## config.mk

```make
export PLATFORM = sky130hd
export DESIGN_NAME = rfi_reset_flags
export DESIGN_NICKNAME = d
export VERILOG_FILES = /design/src/design/rfi_pkg.sv /design/src/design/rfi_reset_flags.sv
export SDC_FILE = /design/constraint.sdc
export NUM_CORES = 1
export LEC_CHECK = 0
export ABC_CLOCK_PERIOD_IN_PS = 2550
export BUFFER_PORTS_ARGS = -buffer_cell sky130_fd_sc_hd__buf_4
export CAP_MARGIN = 15
export CORE_MARGIN = 5
export CORE_UTILIZATION = 56
export CTS_CLUSTER_SIZE = 40
export DETAILED_ROUTE_END_ITERATION = 8
export HOLD_SLACK_MARGIN = 0.05
export PLACE_DENSITY_LB_ADDON = 0.1
export SLEW_MARGIN = 20
export SYNTH_ARGS = -nofsm -noshare
export SYNTH_HDL_FRONTEND = slang
export SYNTH_SLANG_ARGS = --single-unit
```

## constraint.sdc

```tcl
create_clock -name clk_i -period 2.55 [get_ports clk_i]
set_input_delay 0.1275 -clock clk_i [delete_from_list [all_inputs] [get_ports clk_i]]
set_output_delay 0.1275 -clock clk_i [all_outputs]
set_load 0.05 [all_outputs]
```

## src/design/rfi_pkg.sv

```systemverilog
// package: reset flag and initial state types and constants
package rfi_pkg;

  // system clock rate
  localparam int CLK_MHZ = 40;

  // power-on delay, in microseconds (50 ms)
  localparam int POR_DLY_US = 50000;
  // watchdog reset delay, in microseconds (16.7 ms)
  localparam int WTO_DLY_US = 16700;

  // delays as clock cycles
  localparam int POR_DLY_CYC = POR_DLY_US * CLK_MHZ;
  localparam int WTO_DLY_CYC = WTO_DLY_US * CLK_MHZ;

  // watchdog counter width (largest division 2^18)
  localparam int WDOG_W_DEF = 18;

  // value of each flag after power-on reset
  localparam logic FLAG_RST = 1'h0;
  // value set by a watchdog time-out
  localparam logic FLAG_SET = 1'h1;

  // operating mode of the core
  typedef enum logic [1:0] {
    MODE_NORMAL,
    MODE_SLOW,
    MODE_IDLE,
    MODE_SLEEP
  } rfi_mode_type;

  // reset sources, one-cycle pulses
  typedef struct packed {
    logic por;
    logic low_voltage_reset;
  } rfi_src_type;

  // captured reset decision
  typedef struct packed {
    logic por;
    logic low_voltage_reset;
    logic wdog;
    logic low_pwr;
  } rfi_pend_type;

  // status flags
  typedef struct packed {
    logic timeout_flag;
    logic powerdown_flag;
  } rfi_flag_type;

  // core initialisation controls
  typedef struct packed {
    logic pc_clr;
    logic sp_top;
    logic int_dis;
    logic tmr_off;
    logic io_in;
    logic core_hold;
  } rfi_init_type;

endpackage

```

## src/design/rfi_reset_flags.sv

```systemverilog
// module: reset flag keeper and core initialisation sequencer
// What this block does
// - keep timeout and powerdown flags, updated by events
// - power-on reset clears both flags
// - low-voltage reset keeps both flags
// - awake watchdog reset sets timeout, keeps powerdown
// - idle/sleep watchdog reset sets both flags
// - power-on reset disables all interrupts
// - power-on clears watchdog, counting starts at once
// - power-on reset switches timers off
// - power-on reset makes all pins inputs
// - power-on reset points stack at top
// - power-on reset zeroes program counter
// - sleeping watchdog reset clears only pc and sp
`timescale 1ns/1ps
`default_nettype none

module rfi_reset_flags #(
  parameter int WDOG_W = rfi_pkg::WDOG_W_DEF,
  parameter int POR_HOLD_CYC = rfi_pkg::POR_DLY_CYC,
  parameter int WTO_HOLD_CYC = rfi_pkg::WTO_DLY_CYC
) (
  input wire logic clk_i, // system clock
  input wire logic sys_rst_i, // sync reset, high
  input wire rfi_pkg::rfi_src_type src_i, // reset pulses
  input wire rfi_pkg::rfi_mode_type mode_i, // core mode
  input wire logic halt_i, // sleep/idle entry pulse
  input wire logic wdog_kick_i, // clear-watchdog pulse
  input wire logic wdog_en_i, // watchdog enable
  output rfi_pkg::rfi_flag_type flags_o, // status flags
  output rfi_pkg::rfi_init_type init_o, // core init
  output logic [WDOG_W-1:0] watchdog_counter_o // count
);

  localparam int HC_W = $clog2(POR_HOLD_CYC + 1);

  typedef enum logic {
    ST_RUN,
    ST_HOLD
  } rfi_state_type;

  rfi_state_type state_reg;
  rfi_state_type state_next;
  rfi_pkg::rfi_pend_type pend_reg;
  rfi_pkg::rfi_pend_type pend_next;
  logic pend_vld_reg;
  logic pend_vld_next;
  rfi_pkg::rfi_flag_type flags_reg;
  rfi_pkg::rfi_flag_type flags_next;
  rfi_pkg::rfi_init_type init_reg;
  rfi_pkg::rfi_init_type init_next;
  logic [HC_W-1:0] hold_cnt_reg;
  logic [HC_W-1:0] hold_cnt_next;
  logic [WDOG_W-1:0] wdog_cnt_reg;
  logic [WDOG_W-1:0] wdog_cnt_next;

  // mode decode, used for capture and checks
  function automatic logic is_low_pwr(
    input rfi_pkg::rfi_mode_type m
  );
    is_low_pwr = (m == rfi_pkg::MODE_IDLE) ||
                 (m == rfi_pkg::MODE_SLEEP);
  endfunction

  // source decode: power-on wins over low-voltage,
  // which wins over the watchdog
  wire logic low_pwr;
  wire logic wto;
  wire logic por_go;
  wire logic lowv_go;
  wire logic wdog_go;
  wire logic any_go;

  assign low_pwr = is_low_pwr(mode_i);
  assign wto = wdog_en_i && (&wdog_cnt_reg);
  assign por_go = src_i.por;
  // low-voltage detector is off in power-down
  assign lowv_go = src_i.low_voltage_reset && !src_i.por && !low_pwr;
  assign wdog_go = wto && !src_i.por && !lowv_go;
  assign any_go = por_go || lowv_go || wdog_go;

  // capture the source and the mode one cycle before any
  // state is touched, so the flags see the mode the core
  // was in, not the one a reset would leave behind
  always_comb
  begin
    pend_next.por = por_go;
    pend_next.low_voltage_reset = lowv_go;
    pend_next.wdog = wdog_go;
    pend_next.low_pwr = low_pwr;
    pend_vld_next = any_go;
  end

  // apply decode
  wire logic apply;
  wire logic full_rst;
  wire logic wdog_sleep;

  assign apply = pend_vld_reg;
  assign wdog_sleep = apply && pend_reg.wdog && pend_reg.low_pwr;
  assign full_rst = apply && !wdog_sleep;

  // flag update; resets outrank halt and kick
  always_comb
  begin
    flags_next = flags_reg;
    if (apply && pend_reg.por)
    begin
      flags_next.timeout_flag = rfi_pkg::FLAG_RST;
      flags_next.powerdown_flag = rfi_pkg::FLAG_RST;
    end
    else if (apply && pend_reg.wdog)
    begin
      flags_next.timeout_flag = rfi_pkg::FLAG_SET;
      if (pend_reg.low_pwr)
        flags_next.powerdown_flag = rfi_pkg::FLAG_SET;
    end
    else if (apply)
    begin
      // low-voltage reset leaves both flags alone
      flags_next = flags_reg;
    end
    else if (halt_i)
    begin
      flags_next.timeout_flag = 1'h0;
      flags_next.powerdown_flag = 1'h1;
    end
    else if (wdog_kick_i)
    begin
      flags_next.timeout_flag = 1'h0;
      flags_next.powerdown_flag = 1'h0;
    end
  end

  // init controls: a full reset forces every item, a
  // sleeping watchdog reset only the pc and stack
  always_comb
  begin
    init_next = '0;
    init_next.core_hold = init_reg.core_hold;
    if (apply)
    begin
      init_next.pc_clr = 1'h1;
      init_next.sp_top = 1'h1;
      init_next.int_dis = full_rst;
      init_next.tmr_off = full_rst;
      init_next.io_in = full_rst;
      init_next.core_hold = full_rst;
    end
    else if (state_reg == ST_HOLD && hold_cnt_reg == '0)
      init_next.core_hold = 1'h0;
  end

  // hold sequencer: the core is kept in reset for the
  // power-on or watchdog delay; any new reset but a sleeping watchdog reset restarts it
  always_comb
  begin
    state_next = state_reg;
    hold_cnt_next = hold_cnt_reg;
    if (full_rst)
    begin
      state_next = ST_HOLD;
      if (pend_reg.wdog)
        hold_cnt_next = HC_W'(WTO_HOLD_CYC - 1);
      else
        hold_cnt_next = HC_W'(POR_HOLD_CYC - 1);
    end
    else
    begin
      unique case (state_reg)
        ST_RUN:
          hold_cnt_next = '0;
        ST_HOLD:
          if (hold_cnt_reg == '0)
            state_next = ST_RUN;
          else
            hold_cnt_next = hold_cnt_reg - 1'h1;
      endcase
    end
  end

  // watchdog counter keeps running through the hold, so
  // it starts counting right after the reset clears it
  always_comb
  begin
    if (full_rst || wdog_kick_i || halt_i || wto)
      wdog_cnt_next = '0;
    else if (wdog_en_i)
      wdog_cnt_next = wdog_cnt_reg + 1'h1;
    else
      wdog_cnt_next = wdog_cnt_reg;
  end

  // state registers
  always_ff @(posedge clk_i)
  begin
    if (sys_rst_i)
    begin
      state_reg <= ST_RUN;
      pend_reg <= '0;
      pend_vld_reg <= 1'h0;
      flags_reg <= '0;
      init_reg <= '0;
      hold_cnt_reg <= '0;
      wdog_cnt_reg <= '0;
    end
    else
    begin
      state_reg <= state_next;
      pend_reg <= pend_next;
      pend_vld_reg <= pend_vld_next;
      flags_reg <= flags_next;
      init_reg <= init_next;
      hold_cnt_reg <= hold_cnt_next;
      wdog_cnt_reg <= wdog_cnt_next;
    end
  end

  assign flags_o = flags_reg;
  assign init_o = init_reg;
  assign watchdog_counter_o = wdog_cnt_reg;
endmodule // rfi_reset_flags

`default_nettype wire

```

Word level (Yosys, flattened, before mapping)
Cells that the tools add are included.
{ "classes": {"reduce_logical": 29, "n_eq_ne": 5, "bitwise_logic": 2, "addsub": 2, "n_mux": 15} }
{ "op_table": {"columns": ["cell", "n"], "rows": [
  ["2-to-1 mux 21 bit", 3],
  ["one-hot mux 21 bit (2 select lines)", 1],
  ["logical NOT 21 bit", 1],
  ["subtractor 21 x 1 -> 21 bit (second input constant)", 1],
  ["adder 18 x 1 -> 18 bit (second input constant)", 1],
  ["AND reduction 18 bit", 1],
  ["logical AND 1 bit", 10],
  ["2-to-1 mux 2 bit", 4],
  ["logical OR 1 bit", 6],
  ["2-to-1 mux 1 bit", 6],
  ["OR reduction 2 bit", 3],
  ["2-to-1 mux 5 bit", 1],
  ["== test 2 bit (second input constant)", 2],
  ["logical NOT 1 bit", 4],
  ["!= test 3 bit (second input constant)", 1],
  ["AND reduction 3 bit", 1],
  ["nonzero test 3 bit", 1],
  ["!= test 2 x 1 -> 1 bit (second input constant)", 1],
  ["!= test 2 bit (second input constant)", 1],
  ["NOT 1 bit", 2],
  ["AND reduction 2 bit", 1],
  ["nonzero test 2 bit", 1]
]} }
{ "word_totals": {"word_cells": 66, "regBits": 50, "input_bits": 9, "output_inout_bits": 26} }

Depth between registers and ports, before layout
Gate-level depths: netlist (run 1).
{ "depth": {"word_depth": 8, "mapped_depth": 8, "depth_no_buf": 7} }

Least setup slack after synthesis (run 1)
Ideal clock, no wire load.
{ "synth_path": {"kind": "register -> register", "startpoint": "register wdog_cnt_reg[5], in the netlist watchdog_counter_o[5]", "endpoint": "register wdog_cnt_reg[10], in the netlist watchdog_counter_o[10]", "slack_ps": 199, "arrival_ps": 2234, "setup_ps": 117, "required_ps": 2433, "period_less_slack_ps": 2351, "path_stages_with_launch": 7, "path_cell_list": "dfxtp_1 -> and4_1 -> nand4_1 -> or4_1 -> nand2b_1 -> buf_2 -> nor2_1"} }
{ "synth_between": {"elab_chain_cells": 4, "elab_cells_between_ends": 5} }
{ "synth_lines": {"columns": ["element", "line", "text"], "rows": [
  ["from (decl)", "rfi_reset_flags.sv:54", "logic [WDOG_W-1:0] wdog_cnt_reg;"],
  ["from (signal assigned)", "rfi_reset_flags.sv:215", "wdog_cnt_reg <= wdog_cnt_next;"],
  ["branches (longest 4 deep; another with adder 18 x 1 -> 18 bit)", null, null]
]} }
Parallel ways; which one is timed is not known.
A chain may end at the register's enable or synchronous reset.

Worst setup path in the final report (run 1)
{ "layout_path": {"startpoint": "register hold_cnt_reg[2]", "endpoint": "register hold_cnt_reg[15]"} }
{ "layout_between": {"elab_chain_cells": 4, "elab_cells_between_ends": 6} }
{ "layout_lines": {"columns": ["element", "line", "text"], "rows": [
  ["from (decl)", "rfi_reset_flags.sv:52", "logic [HC_W-1:0] hold_cnt_reg;"],
  ["from (signal assigned)", "rfi_reset_flags.sv:214", "hold_cnt_reg <= hold_cnt_next;"],
  ["subtractor 21 x 1 -> 21 bit", "rfi_reset_flags.sv:177", "hold_cnt_next = hold_cnt_reg - 1'h1;"],
  ["2-to-1 mux 21 bit", "rfi_reset_flags.sv:174", "if (hold_cnt_reg == '0)"],
  ["one-hot mux 21 bit (2 select lines)", "rfi_reset_flags.sv:170", "unique case (state_reg)"],
  ["2-to-1 mux 21 bit", "rfi_reset_flags.sv:160", "if (full_rst)"]
]} }
Several ways; a longest one is shown, not always the timed one. The select of a mux whose other input is x is not followed.

==> flow_summary_export.csv, run 1 <==
group,metric,value,unit
yosys,synthesis.nets,278,
setup_path,path_common_cell,"or3_1",
setup_path,max_stage_delay,550,ps
yosys,synth-edff-count,0,
timing,timing.final.crit_share,0.846,
worst_hold_path,hold_class,"input pin to flop",
final_layout,fillCellCount,356,
setup_path,r2r-end,"hold_cnt_reg[15]",
yosys,netlist_area,0.00228,mm2
timing,slew_viol_final,0,
setup_path,slowest_stage,"or4_4",
timing,fin_setup_tns,0,ps
routing,drtPass1Iterations,4,
die,ios,35,
global_routing,grt_pass1_wl,8280,um
placement,gp_congestion,0.813,
final_layout,final_nets,314,
timing,finalHoldViolCount,0,
timing,skew,4.31,ps
setup_path,worstPathRequired,2780,ps
cts,cts_root_buf,"clkbuf_8",
die,die-area,0.00545,mm2
cts,postCtsSetupBuffers,0,
die,rows,23,
yosys,ys.flop_type,"dfxtp_1",
cts,cts.clk_slew.worst_paths,90,ps
yosys,synth_seq_cells,49,
yosys,yosys.area_share.simple,0.283,
timing,fmax,463,MHz
yosys,yosysWarnings,0,
global_routing,antenna_found_initial,0,
global_routing,grt_max_degree,17,
global_routing,overflow,0,
setup_path,cp.arrival,2390,ps
routing,routedWlPerCell,13.8,um
die,start_util,0.575,
routing,dr_total_vias,1945,
cts,clk_latency,300,ps
worst_hold_path,hp-start,"sys_rst_i",
placement,io_buffers,33,
yosys,synth.area.mux_share,0.00438,
final_layout,drive_above_1_share,0.175,
power_and_ir_drop,power,0.00170,W
final_layout,area_growth,18.8,%
routing,ant_nets,0,
setup_path,critPathMaxFanout,7,
routing,vias_per_cell,5.51,
timing,worst_slack,392,ps
yosys,synth_top_family_by_area,"simple AND/OR/NAND/NOR gates",
yosys,netlist_instances,266,
die,core,0.00397,mm2
power_and_ir_drop,p_per_area,626,mW/mm2
placement,post-place-ws,410,ps
die,die_y,73.9,um
die,chipWidth,73.9,um
cts,cts.htree.levels,2,
setup_path,crit_type,"flop to flop",
yosys,synth_xor_area_frac,0.0997,
timing,fin_crit,2160,ps
setup_path,reg2regPathDepth,5,
setup_path,critPathLaunchType,"flop",
timing,tightest_slew,551,ps
final_layout,layout_common_cells,"49 x dfxtp_1, 38 x buf_4, 35 x nor2_1",
final_layout,fin_util,0.683,
timing,max_slew_margin,0.630,
power_and_ir_drop,p_leak,1.02,nW
worst_hold_path,whs_path_depth,2,
worst_hold_path,whs_endpoint,"pend_reg[0]",
power_and_ir_drop,ir_drop,0.339,mV
cts,clk_path_buf_depth,2,
cts,cts_buffers,5,
setup_path,path_cells,"or4_4 > or3_4 > or3_1 > or3_1 > a31oi_1",
final_layout,diodes,0,
yosys,synth_compound_area_frac,0.132,
global_routing,grt.total_usage,0.193,
yosys,synth.distinct_cells,46,
routing,remaining_drc_errors,0,
run_status,status,"completed",
placement,dp_hpwl,3540,um
routing,drt_iter0_drc,145,
cts,cts.sinks,49,
setup_path,reg2reg_from,"hold_cnt_reg[2]",
yosys,synth_fa_ha_area_frac,0.0164,
yosys,syn_avg_cell_area,8.58,um2
global_routing,grt_pass1_vias,1833,
yosys,async_flop_share,0,
yosys,seq_area_frac_synth,0.430,
routing,routed_wl,4880,um
final_layout,mostFrequentLayoutCell,"dfxtp_1",
timing,finalSetupViolations,0,
job,maxCapViolCount,0,
timing,rsz0062_at_grt,"false",
cts,tritoncts,"done",
setup_path,endpoint_kind,"flop",
setup_path,r2r_slack,390,ps
final_layout,largest_register_ffs,21,
==> synth_stat cells, types with 2 or more instances <==
master,count,area (um2)
or2_2,3,18.8
o311ai_0,2,17.5
xnor2_1,16,140
a31oi_1,2,12.5
inv_1,7,26.3
nand4_1,5,31.3
nor4b_1,2,17.5
a21oi_1,14,70.1
o21ai_0,12,60.1
nor2_1,35,131
nand3_1,7,35.0
xor2_1,10,87.6
nor3b_1,2,15.0
dfxtp_1,49,981
or4_1,3,22.5
clkbuf_1,7,26.3
nor4_1,5,31.3
or3_1,5,31.3
nor3_1,12,60.1
ha_1,3,37.5
and4_1,4,35.0
o211ai_1,4,30.0
nand4b_1,2,17.5
nor2b_1,5,31.3
nand3b_1,3,22.5
nand2b_1,6,37.5
o31ai_1,2,15.0
nand2_1,19,71.3
buf_4,3,22.5
==> worst max-delay path, delay by kind of cell (launching register included) <==
| kind | cells | cell delay, ps |
|---|---|---|
| flip-flops | 1 | 380 |
| AND/OR/NAND/NOR | 4 | 1570 |
| AO/OA/AOI/OAI | 1 | 160 |
==> what timing repair did <==
action,in CTS,in global routing
resized for setup,0,0
hold endpoints to repair,2,0
hold buffers,2,0
setup endpoints to repair,0,0
==> power breakdown <==
| group | switching, W | internal, W | leakage [nW] |
|---|---|---|---|
| Clock | 0.000247 | 0.000320 | 0.0585 |
| Combinational | 0.000172 | 0.000129 | 0.565 |
| Sequential | 0.0000341 | 0.000797 | 0.400 |
| Total | 0.000454 | 0.00125 | 1.02 |
==> area by class of cell <==
cell class	count	area [um2]	area share
multi-input combinational	199	1220	0.450
clock inverter	1	30.0	0.0111
sequential	49	981	0.361
tap	50	62.6	0.0231
timing repair buffer	40	305	0.112
inverter	7	26.3	0.00968
clock buffer	7	86.3	0.0318
==> per-stage QoR <==
step / instance area, um2 / hold slack [ps] / cells
5_1_grt: 2710 / 105 / 353
4_1_cts: 2710 / 86.8 / 353
3_3_place_gp: 2580 / 352 / 343
3_5_place_dp: 2580 / 354 / 343
2_1_floorplan: 2280 / 199 / 266
6_report: 2710 / 105 / 353
==> logic make-up after synthesis <==
kind of cell,count (synthesis)
XOR/XNOR,26
buffers and inverters,18
AO/OA/AOI/OAI,47
AND/OR/NAND/NOR,122
multiplexers,1
flip-flops,49
adder cells (fa/ha/maj),3
==> metal layers <==
layer | wire length, um | up-vias | global-route usage
li1 | - | 1008 | -
met1 | 2310 | 909 | 0.246
met2 | 2370 | 23 | 0.321
met3 | 150 | 5 | 0.0506
met4 | 54 | 0 | 0.0543
met5 | 0 | - | 0
==> worst max path at each step <==
stage	from	end
2_1_floorplan	watchdog_counter_o[5]	watchdog_counter_o[10]
3_3_place_gp	hold_cnt_reg[2]	hold_cnt_reg[15]
3_5_place_dp	hold_cnt_reg[2]	hold_cnt_reg[15]
4_1_cts	hold_cnt_reg[2]	hold_cnt_reg[15]
5_1_grt	hold_cnt_reg[0]	hold_cnt_reg[13]
6_report	hold_cnt_reg[2]	hold_cnt_reg[15]
Power figures use the tool's default switching activity.
==> run 2, diff against run 1 <==
Settings changed: ABC_AREA from default to 1, ABC_CLOCK_PERIOD_IN_PS 2550 to 2000, CORE_UTILIZATION 56 to 57.
Clock period 2.55 ns to 2 ns, I/O delays scaled along.
==> run 2 against run 1 <==
Synthesized cell count increased by 37%. Die area increased by 14%. Register-to-register slack improved by 50 ps. Global-route usage increased by 0.20 points. Core utilization decreased by 1.7 points. Maximum frequency increased by 39%. Sequential power increased by 24%.
==> flow_summary_export.csv, run 2 <==
group,metric,value,unit
run_status,status,"completed",
cts,tritoncts,"done",
cts,cts.sinks,49,
final_layout,mostFrequentLayoutCell,"nand2_1",
final_layout,drive_above_1_share,0.248,
power_and_ir_drop,p_leak,1.30,nW
yosys,netlist_area,0.00271,mm2
yosys,yosysWarnings,0,
setup_path,critPathLaunchType,"flop",
routing,ant_nets,0,
cts,cts_resized,0,
global_routing,grt_pass1_wl,9870,um
die,start_util,0.581,
die,chipWidth,78.9,um
cts,postCtsSetupBuffers,0,
timing,finalHoldViolCount,0,
final_layout,area_growth,14.7,%
die,die-area,0.00623,mm2
yosys,ys.flop_type,"dfxtp_1",
yosys,yosysTopAreaCell,"dfxtp_1",
cts,cts_buffers,5,
power_and_ir_drop,p_per_area,709,mW/mm2
global_routing,grt_pass1_vias,2291,
placement,dp_hpwl,4240,um
placement,io_buffers,33,
worst_hold_path,hold_class,"input pin to flop",
timing,fin_setup_tns,0,ps
setup_path,endpoint_kind,"flop",
timing,max_slew_margin,0.738,
setup_path,reg2regPathDepth,8,
cts,clk_path_buf_depth,2,
setup_path,worstPathRequired,2180,ps
routing,drtPass1Iterations,4,
yosys,synth-edff-count,0,
setup_path,crit_type,"flop to flop",
yosys,synth_seq_cells,49,
global_routing,overflow,0,
global_routing,grt.total_usage,0.195,
global_routing,grt_max_degree,20,
die,ios,35,
die,die_y,78.9,um
cts,cts.clk_slew.worst_paths,90,ps
routing,vias_per_cell,5.09,
setup_path,cp.arrival,1740,ps
routing,routedWlPerCell,12.6,um
timing,whs,76.8,ps
timing,timing.final.crit_share,0.777,
placement,gp_congestion,0.849,
job,maxCapViolCount,0,
routing,routed_wl,5700,um
routing,dr_total_vias,2313,
yosys,synth.distinct_cells,37,
timing,tightest_slew,392,ps
worst_hold_path,whs_path_depth,4,
global_routing,antenna_found_initial,0,
power_and_ir_drop,ir_drop,0.411,mV
die,core,0.00466,mm2
timing,slew_viol_final,0,
yosys,synthesis.nets,377,
final_layout,diodes,0,
yosys,netlist_instances,365,
yosys,yosysTopAreaCellShare,0.362,
cts,clk_latency,300,ps
setup_path,critPathMaxFanout,17,
timing,finalSetupViolations,0,
timing,fin_crit,1550,ps
cts,cts.htree.levels,2,
final_layout,final_nets,411,
yosys,yosysMostFrequentCell,"nand2_1",
yosys,seq_area_frac_synth,0.362,
timing,rsz0062_at_grt,"false",
yosys,async_flop_share,0,
routing,drt_iter0_drc,115,
final_layout,layout_common_cells,"71 x nand2_1, 58 x nor2_1, 49 x dfxtp_1",
yosys,synth_common_cells,"71 x nand2_1, 58 x nor2_1, 49 x dfxtp_1, 31 x inv_1, 22 x nand3_1",
final_layout,fillCellCount,411,
yosys,syn_avg_cell_area,7.42,um2
cts,cts_root_buf,"clkbuf_8",
timing,skew,6.39,ps
final_layout,largest_register_ffs,21,
die,rows,25,
timing,fmax,644,MHz
yosys,synth.area.top_cells,"dfxtp_1 36%, nand2_1 9.8%, nor2_1 8.0%",
routing,remaining_drc_errors,0,
run 2: cell families (layout without fill, tap and decap cells):
family	after synthesis	after routing	synth area share
AND/OR/NAND/NOR	217	217	0.423
AO/OA/AOI/OAI	34	34	0.0702
XOR/XNOR	16	16	0.0518
buffers and inverters	46	81	0.0786
adder cells (fa/ha/maj)	3	3	0.0139
flip-flops	49	49	0.362
run 2: path summary, 6_finish.rpt:
kind | startpoint | end | slack [ps]
worst max-delay path | watchdog_counter_o[0] | watchdog_counter_o[16] | 450
worst min-delay path | src_i[0] | pend_reg[1] | 80
worst max register to register | watchdog_counter_o[0] | watchdog_counter_o[16] | 450
worst min register to register | hold_cnt_reg[0] | hold_cnt_reg[0] | 510
run 2: layout make-up:
| class | count | area (um2) | share of cell area |
|---|---|---|---|
| clock inverters | 3 | 65.1 | 0.0209 |
| repair buffers | 35 | 268 | 0.0862 |
| flip-flops and latches | 49 | 981 | 0.316 |
| inverters | 38 | 143 | 0.0459 |
| multi-input cells | 270 | 1510 | 0.487 |
| clock buffers | 5 | 68.8 | 0.0222 |
| well taps | 54 | 67.6 | 0.0217 |
run 2: critical path, cell delays in order, from the launching register on:
cell and delay (ps):
dfxtp_1 430, ha_1 200, nand3_1 80, inv_1 100
nand2_1 90, inv_2 80, nand4_2 140, nand2_4 240
nor2_1 80
run 2: per-stage QoR:
step / total power, W / utilization / setup WS (ps) / instances / area [um2]
floorplan: 0.00133 / - / 182 / 365 / 2710
global placement: 0.00139 / 0.634 / 468 / 444 / 2950
detailed placement: 0.00140 / 0.634 / 445 / 444 / 2950
CTS: 0.00222 / 0.667 / 419 / 454 / 3110
global route: 0.00230 / 0.667 / 234 / 454 / 3110
finish: 0.00220 / 0.667 / 446 / 454 / 3110
run 2: metal layers:
metal | vias to the layer above | track usage | share of wire | wire length, um
met5 | - | 0 | 0 | 0
met1 | 1048 | 0.231 | 0.46 | 2630
met3 | 4 | 0.0420 | 0.040 | 227
met4 | 0 | 0.0567 | 0.011 | 60
li1 | 1217 | - | - | -
met2 | 44 | 0.354 | 0.49 | 2780
run 2: repair_timing:
action | in CTS | in global routing
setup endpoints to repair | 0 | 0
endpoints found under the hold margin | 3 | 0
hold buffers | 2 | 0
run 2: where the power goes:
group / internal (W) / leakage, nW / switching [W]
Sequential: 0.00100 / 0.399 / 0.0000273
Combinational: 0.000117 / 0.838 / 0.000234
Clock: 0.000497 / 0.0681 / 0.000324
Total: 0.00162 / 1.30 / 0.000584
